`src/dsbd_regs.svh`:
```
// Constants of the data space bank decoder: offsets, fields, reset values.
// Assumes an 8-bit data space driven by one core on one clock.
//
// What this block does
// Static page: user code to 0F9Fh, vectors 0FF0-0FF7h, 0FFC-0FFDh, 0FFE-0FFFh.
// Pages 2 and above: 0000h-000Fh reserved, 0010h-07FFh user code.
// Page 0: 0000h-007Fh reserved, 0080h-07FFh user code.
// One data space reaches RAM, EEPROM, core registers and ROM constants.
// Reads at 40h-7Fh return program ROM bytes through a 64-byte window.
// ROM address is window register over the six low address bits.
// Window register is write-only at C9h; each step moves 64 bytes.
// Window register is eight bits, upper ROM bits, undefined after reset.
// The window never reaches beyond the 16 kilobyte ROM range.
// Addresses 80h-BFh map 64 bytes of RAM directly, no banking.
// Addresses 00h-3Fh reach the bank chosen by the register at E8h.
// Bank bits 7,1,0 pick EEPROM pages: 01h-03h pages 0-2, 81h-83h 3-5.
// Bank values 04h, 08h, 10h select RAM pages 2, 3, 4.
// Bank values 20h and 40h select OSD pages 5 and 6.
// Software sets one bank at a time and loads it before use.
// Bank and window registers take whole-byte writes only; reads hold nothing.
// Top program counter bit set fetches static page, else page register.
// No bank bit set: banked accesses change nothing, reads unspecified.
`ifndef DSBD_REGS_SVH
`define DSBD_REGS_SVH

// ****************************************
// Register offsets
// ****************************************
`define DSBD_WIN_ADDR   8'hC9
`define DSBD_BANK_ADDR  8'hE8
`define DSBD_PAGE_ADDR  8'hCA

// ****************************************
// Reset values and read fill
// ****************************************
`define DSBD_WIN_RST    8'h00
`define DSBD_BANK_RST   8'h00
`define DSBD_PAGE_RST   5'h00
`define DSBD_RD_FILL    8'hFF

// ****************************************
// Data space regions, by address bits 7:6
// ****************************************
`define DSBD_RGN_BANK   2'b00
`define DSBD_RGN_WIN    2'b01
`define DSBD_RGN_RAM    2'b10

// ****************************************
// Bank register fields
// ****************************************
`define DSBD_BK_EEP_HI  7
`define DSBD_BK_OSD6    6
`define DSBD_BK_OSD5    5
`define DSBD_BK_RAM4    4
`define DSBD_BK_RAM3    3
`define DSBD_BK_RAM2    2

// ****************************************
// Program space map
// ****************************************
`define DSBD_STATIC_PAGE 5'h01
`define DSBD_P0_RSV_END  11'h07F
`define DSBD_PN_RSV_END  11'h00F
`define DSBD_USER_END    12'hF9F
`define DSBD_IRQ_LO      12'hFF0
`define DSBD_IRQ_HI      12'hFF7
`define DSBD_NMI_LO      12'hFFC
`define DSBD_NMI_HI      12'hFFD
`define DSBD_RST_LO      12'hFFE

`endif

```
`src/dsbd_pkg.sv`:
```
// Types of the data space bank decoder.
// Assumes dsbd_regs.svh holds the numbers.
package dsbd_pkg;

    typedef enum logic [2:0] {
        DSBD_TGT_NONE, DSBD_TGT_RAM, DSBD_TGT_EEP, DSBD_TGT_OSD,
        DSBD_TGT_ROM, DSBD_TGT_PER, DSBD_TGT_REG
    } dsbd_target_t;

    typedef enum logic [2:0] {
        DSBD_PR_RSV, DSBD_PR_USER, DSBD_PR_IRQ, DSBD_PR_NMI, DSBD_PR_RESET
    } dsbd_region_t;

    typedef struct packed {
        logic       valid;
        logic       write;
        logic       bitop;
        logic [7:0] addr;
        logic [7:0] wdata;
    } dsbd_req_t;

    typedef struct packed {
        dsbd_target_t target;
        logic         we;
        logic [13:0]  addr;
        logic [7:0]   wdata;
    } dsbd_mem_t;

    typedef struct packed {
        logic       valid;
        logic [7:0] rdata;
    } dsbd_rsp_t;

    typedef struct packed {
        logic         valid;
        logic [15:0]  addr;
        dsbd_region_t region;
    } dsbd_fetch_t;

endpackage : dsbd_pkg

```
`src/dsbd_decoder.sv`:
```
// Data space and program space decoder of an 8-bit core.
// Assumes core, ROM, RAM, EEPROM and OSD all on clock_i; memories
// return read data combinationally while mem_o selects them.
`timescale 1ns/100ps
`include "dsbd_regs.svh"
module dsbd_decoder #(
    parameter bit LARGE_EEP = 1'b1
) (
    input  wire logic                clock_i,
    input  wire logic                reset_i,
    input  wire dsbd_pkg::dsbd_req_t req_i,
    input  wire logic                fetch_valid_i,
    input  wire logic [11:0]         pc_i,
    input  wire logic [7:0]          mem_rdata_i,
    output dsbd_pkg::dsbd_mem_t      mem_o,
    output dsbd_pkg::dsbd_rsp_t      rsp_o,
    output dsbd_pkg::dsbd_fetch_t    fetch_o
);
    import dsbd_pkg::*;

    // ****************************************
    // Bank decoding
    // ****************************************
    // Several bits set: EEPROM first, then lowest RAM, then OSD.
    // Software should never rely on that order.
    function automatic logic [5:0] bank_decode(input logic [7:0] b);
        logic [1:0] ep;
        ep = b[1:0];
        bank_decode = {3'd0, 3'd0};
        // EEPROM page code
        if (ep != 2'b00 && !(b[`DSBD_BK_EEP_HI] && !LARGE_EEP)) begin
            bank_decode = {3'd2, 3'(ep - 2'd1)
                          + (b[`DSBD_BK_EEP_HI] ? 3'd3 : 3'd0)};
        // RAM page bits
        end else if (b[`DSBD_BK_RAM2]) begin
            bank_decode = {3'd1, 3'd1};
        end else if (b[`DSBD_BK_RAM3]) begin
            bank_decode = {3'd1, 3'd2};
        end else if (b[`DSBD_BK_RAM4]) begin
            bank_decode = {3'd1, 3'd3};
        // OSD page bits
        end else if (b[`DSBD_BK_OSD5]) begin
            bank_decode = {3'd3, 3'd0};
        end else if (b[`DSBD_BK_OSD6]) begin
            bank_decode = {3'd3, 3'd1};
        end
    endfunction : bank_decode

    // ****************************************
    // Registers
    // ****************************************
    logic [7:0]   win_q;
    logic [7:0]   bank_q;
    logic [4:0]   page_q;
    dsbd_mem_t    mem_q;
    dsbd_mem_t    mem_d;
    dsbd_rsp_t    rsp_q;
    logic         rd_pend_q;
    dsbd_fetch_t  fetch_q;
    dsbd_fetch_t  fetch_map;

    // ****************************************
    // Request decode
    // ****************************************
    wire logic [7:0] a       = req_i.addr;
    wire logic [5:0] low6    = a[5:0];
    wire logic       taken   = req_i.valid;
    // whole-byte writes only
    wire logic       byte_wr = taken && req_i.write && !req_i.bitop;
    wire logic       hit_win  = (a == `DSBD_WIN_ADDR);
    wire logic       hit_bank = (a == `DSBD_BANK_ADDR);
    wire logic       hit_page = (a == `DSBD_PAGE_ADDR);
    wire logic       hit_reg  = hit_win || hit_bank || hit_page;
    wire logic [5:0] bank_sel = bank_decode(bank_q);
    wire logic [2:0] bank_tgt = bank_sel[5:3];
    wire logic [2:0] bank_idx = bank_sel[2:0];
    // one unified data space
    wire logic       rgn_bank = (a[7:6] == `DSBD_RGN_BANK);
    wire logic       rgn_win  = (a[7:6] == `DSBD_RGN_WIN);
    wire logic       rgn_ram  = (a[7:6] == `DSBD_RGN_RAM);
    // window address, 14 bits caps it at 16K
    wire logic [13:0] win_addr = {win_q, low6};
    // direct RAM is physical page 0
    wire logic [13:0] ram_addr = {6'd0, 2'd0, low6};
    // banked address
    wire logic [13:0] bnk_addr = {5'd0, bank_idx, low6};

    always_comb begin
        mem_d        = '0;
        mem_d.target = DSBD_TGT_NONE;
        mem_d.wdata  = req_i.wdata;
        if (taken) begin
            if (rgn_bank) begin
                // bank target or nothing
                mem_d.target = dsbd_target_t'(bank_tgt);
                mem_d.addr   = bnk_addr;
                mem_d.we     = req_i.write && (bank_tgt != 3'd0);
            end else if (rgn_win) begin
                // window is read only
                mem_d.target = DSBD_TGT_ROM;
                mem_d.addr   = win_addr;
            end else if (rgn_ram) begin
                mem_d.target = DSBD_TGT_RAM;
                mem_d.addr   = ram_addr;
                mem_d.we     = req_i.write;
            end else if (hit_reg) begin
                mem_d.target = DSBD_TGT_REG;
                mem_d.we     = byte_wr;
            end else begin
                mem_d.target = DSBD_TGT_PER;
                mem_d.addr   = {6'd0, a};
                mem_d.we     = req_i.write;
            end
        end
    end

    // ****************************************
    // Write-only registers
    // ****************************************
    // Held undefined by the core's view; reset here only to stay clean.
    always_ff @(posedge clock_i) begin
        if (reset_i) begin
            win_q  <= `DSBD_WIN_RST;
            bank_q <= `DSBD_BANK_RST;
            page_q <= `DSBD_PAGE_RST;
        end else begin
            // window write
            if (byte_wr && hit_win) begin
                win_q <= req_i.wdata;
            end
            // bank write
            if (byte_wr && hit_bank) begin
                bank_q <= req_i.wdata;
            end
            // page write
            if (byte_wr && hit_page) begin
                page_q <= req_i.wdata[4:0];
            end
        end
    end

    // ****************************************
    // Memory strobe and read answer
    // ****************************************
    // registers read back only fill
    wire logic       fill_rd = (mem_q.target == DSBD_TGT_NONE)
                            || (mem_q.target == DSBD_TGT_REG);
    wire logic [7:0] rd_data = fill_rd ? `DSBD_RD_FILL : mem_rdata_i;

    always_ff @(posedge clock_i) begin
        if (reset_i) begin
            mem_q     <= '0;
            rd_pend_q <= 1'b0;
            rsp_q     <= '0;
        end else begin
            mem_q       <= mem_d;
            rd_pend_q   <= taken && !req_i.write;
            rsp_q.valid <= rd_pend_q;
            rsp_q.rdata <= rd_pend_q ? rd_data : 8'h00;
        end
    end

    // ****************************************
    // Program fetch
    // ****************************************
    dsbd_prog_map u_map (
        .pc_i    (pc_i),
        .page_i  (page_q),
        .fetch_o (fetch_map)
    );

    always_ff @(posedge clock_i) begin
        if (reset_i) begin
            fetch_q <= '0;
        end else begin
            fetch_q       <= fetch_map;
            fetch_q.valid <= fetch_valid_i;
        end
    end

    assign mem_o   = mem_q;
    assign rsp_o   = rsp_q;
    assign fetch_o = fetch_q;
endmodule : dsbd_decoder

```
`src/dsbd_prog_map.sv`:
```
// Program space map: physical fetch address and region class.
// Assumes a registered page select; purely combinational.
`timescale 1ns/100ps
`include "dsbd_regs.svh"
module dsbd_prog_map (
    input  wire logic [11:0]         pc_i,
    input  wire logic [4:0]          page_i,
    output dsbd_pkg::dsbd_fetch_t    fetch_o
);
    import dsbd_pkg::*;

    // ****************************************
    // Region classes
    // ****************************************
    // static page map
    function automatic dsbd_region_t static_rgn(input logic [11:0] a);
        if (a <= `DSBD_USER_END) begin
            static_rgn = DSBD_PR_USER;
        end else if (a >= `DSBD_IRQ_LO && a <= `DSBD_IRQ_HI) begin
            static_rgn = DSBD_PR_IRQ;
        end else if (a >= `DSBD_NMI_LO && a <= `DSBD_NMI_HI) begin
            static_rgn = DSBD_PR_NMI;
        end else if (a >= `DSBD_RST_LO) begin
            static_rgn = DSBD_PR_RESET;
        end else begin
            static_rgn = DSBD_PR_RSV;
        end
    endfunction : static_rgn

    wire logic         top_bit   = pc_i[11];
    wire logic [10:0]  offset    = pc_i[10:0];
    // static page wins
    wire logic [4:0]   eff_page  = top_bit ? `DSBD_STATIC_PAGE : page_i;
    wire logic         is_static = (eff_page == `DSBD_STATIC_PAGE);
    wire logic         is_page0  = (eff_page == 5'h00);
    // page zero reserved
    wire dsbd_region_t p0_rgn    = (offset <= `DSBD_P0_RSV_END)
                                   ? DSBD_PR_RSV : DSBD_PR_USER;
    // higher pages reserved
    wire dsbd_region_t pn_rgn    = (offset <= `DSBD_PN_RSV_END)
                                   ? DSBD_PR_RSV : DSBD_PR_USER;

    // Page 1 in the lower half is the static page seen twice
    assign fetch_o.valid  = 1'b1;
    assign fetch_o.addr   = {eff_page, offset};
    assign fetch_o.region = is_static ? static_rgn({1'b1, offset})
                          : is_page0  ? p0_rgn : pn_rgn;

endmodule : dsbd_prog_map

```
`config.mk`:
```
export PLATFORM = sky130hd
export DESIGN_NAME = dsbd_decoder
export DESIGN_NICKNAME = d
export VERILOG_FILES = /design/src/dsbd_pkg.sv /design/src/dsbd_decoder.sv /design/src/dsbd_prog_map.sv
export VERILOG_INCLUDE_DIRS = /design/src
export SDC_FILE = /design/constraint.sdc
export NUM_CORES = 1
export LEC_CHECK = 0
export BUFFER_PORTS_ARGS = -buffer_cell sky130_fd_sc_hd__buf_2
export CAP_MARGIN = 15
export CORE_MARGIN = 1
export CORE_UTILIZATION = 49
export CTS_CLUSTER_SIZE = 24
export DETAILED_ROUTE_END_ITERATION = 8
export PLACE_DENSITY_LB_ADDON = 0.1
export SYNTH_ARGS = -nofsm -noshare
export SYNTH_HDL_FRONTEND = slang
export SYNTH_HIERARCHICAL = 1
export SYNTH_SLANG_ARGS = --single-unit
```
`constraint.sdc`:
```
create_clock -name clock_i -period 1.7 [get_ports clock_i]
set_input_delay 0.255 -clock clock_i [delete_from_list [all_inputs] [get_ports clock_i]]
set_output_delay 0.255 -clock clock_i [all_outputs]
set_load 0.02 [all_outputs]
```
==> flow_metrics.py <==
metrics = {
    "run_status": {
        "status": "finished clean",
    },
    "critical_path": {
        "worstPathArrival_ns": 1.67,
        "cp_max_fo": 3,
        "cp.required_ns": 1.92,
        "crit_path_end_kind": "flip-flop",
        "cpMaxStageDelayCell": "nor4_2",
        "slowest_delay_ns": 0.36,
        "crit_type": "flip-flop to flip-flop",
        "startpoint_type": "flip-flop",
        "path_cells": "nor4_2, a21oi_1, o32a_1, nor2b_1",
    },
    "detailed_routing": {
        "wl_per_cell_um": 12.2,
        "route.vias.total": 2115,
        "wl_um": 5350,
        "drt_pass1_iterations": 5,
        "drtIter0Drc": 93,
        "vias_per_cell": 4.82,
        "postRouteAntennaNets": 0,
        "drc": 0,
    },
    "pwr": {
        "p_per_area_nw_per_um2": 1010,
        "max-vdd-ir-drop_v": 0.000570,
        "p_leak_nw": 1.66,
    },
    "timing": {
        "period_minus_slack_ns": 1.46,
        "worst_slack_ns": 0.244,
        "fin_setup_tns_ns": 0,
        "fmax_mhz": 687,
        "finClkSkew_ns": 0.00817,
        "post-route-period-util_pct": 85.6,
        "setup_violations": 0,
        "hold_viol": 0,
        "relSlewSlack_pct": 66.3,
        "finalMaxSlewViolations": 0,
        "rsz0062_at_grt": "no",
        "worstMarginPinSlew_ns": 0.504,
    },
    "cts": {
        "cts.repair.resized": 0,
        "cts_root_buf": "clkbuf_8",
        "post_cts_buffers": 0,
        "htree_levels": 3,
        "path_clk_slew_ns": 0.08,
        "clockBufferDepth": 2,
        "hold_buffers": 0,
        "cts_sinks": 77,
        "cts_tree": "yes",
        "cts_buffers": 9,
        "clk-insertion-delay-late_ns": 0.33,
    },
    "final_layout": {
        "drive_gt1_share_pct": 33.8,
        "fin_nets": 407,
        "post-route-util_pct": 63.2,
        "area.growth.synth_to_final_pct": 23.0,
        "seqCellArea_um2": 1540,
        "n_antenna_cell": 0,
        "fillers": 490,
        "multiInputGateArea_um2": 1140,
    },
    "logic_synthesis": {
        "syn-cell-area_um2": 2870,
        "synth_cells": 275,
        "syn_avg_cell_area_um2": 10.4,
        "synth_warnings": 6,
        "syn_nets": 319,
    },
    "global_routing": {
        "grt_pass1_vias": 1895,
        "antenna_found_initial": 0,
        "grtUsageTotal_pct": 18.4,
        "grt_pass1_wl_um": 8630,
        "grt_max_degree": 51,
        "gr-total-overflow": 0,
    },
    "floorplanning": {
        "die-area_um2": 6160,
        "ios": 97,
        "die-width_um": 78.5,
        "core_um2": 5570,
        "start_util_pct": 51.4,
        "die_h_um": 78.5,
        "rows": 27,
    },
    "place": {
        "place_ws_ns": 0.106,
        "hpwl_um": 3830,
        "gp_congestion": 0.730,
        "port_buffers": 96,
    },
    "run": {
        "cap_violations": 0,
    },
    "worst_hold_path": {
        "min_path_type": "input port to flip-flop",
    },
}
==> power by group <==
part | internal, mW | switching, mW
Combinational | 0.117 | 0.175
Clock | 0.791 | 0.604
Sequential | 1.85 | 0.00989
==> cell type report <==
| type | count | share of cell area (%) |
|---|---|---|
| sequential | 77 | 43.7 |
| multi-input combinational | 163 | 32.2 |
| timing repair buffer | 98 | 14.1 |
| clock buffer | 12 | 4.69 |
| tap | 72 | 2.56 |
| inverter | 14 | 1.49 |
| clock inverter | 3 | 1.24 |
==> path summary, 6_finish.rpt <==
path	to	depth (start not counted)	slack (ns)	from
worst max-delay path	fetch_o[0]	4	0.24	page_q[2]
worst max register to register	fetch_o[0]	4	0.24	page_q[2]
worst min-delay path	rsp_o[7]	2	0.13	mem_rdata_i[7]
worst min register to register	mem_o[18]	1	0.46	win_q[4]
==> critical path: cells and delay by family (launching register included) <==
| family | cells | cell delay [ns] |
|---|---|---|
| DFF | 1 | 0.33 |
| AOI/OAI and AO/OA | 2 | 0.52 |
| and+or+nand+nor | 2 | 0.48 |
==> cell usage in the layout, fill, tap and decap left out, types with 2 or more instances in the layout <==
master	count
o21ai_1	17
nor2_1	8
clkbuf_8	12
a21oi_1	9
nand2b_1	18
inv_1	14
nand3b_1	17
and2_1	11
mux2i_1	6
dfxtp_1	77
ha_1	2
buf_2	96
a211o_1	3
buf_4	2
xor2_1	2
nand2_1	4
nor2b_1	26
o21a_1	9
nor3_1	4
nand3_1	2
nor3b_2	2
nand4_4	3
nor4_1	3
==> routing by layer <==
metal	up-vias	global-route usage [%]	wire length (um)
met2	68	27.6	2390
li1	1098	-	-
met1	940	24.1	2550
met3	9	4.88	314
met5	-	0	0
met4	0	10.0	86
==> flip-flops by register name (all words and copies together), names as in the netlist <==
signal and cells:
rsp_o 9, fetch_o 20, bank_q 8, rd_pend_q 1, mem_o 26, win_q 8, page_q 5
==> per-stage QoR <==
step / total power [mW] / area, um^2 / std cells / hold WS [ns]
6_report: 3.54 / 3520 / 439 / 0.126
3_5_place_dp: 2.19 / 3320 / 424 / 0.443
2_1_floorplan: 2.08 / 2870 / 275 / 0.327
5_1_grt: 3.69 / 3520 / 439 / 0.116
4_1_cts: 3.58 / 3520 / 439 / 0.117
3_3_place_gp: 2.19 / 3320 / 424 / 0.443
Power figures use the tool's default switching activity.
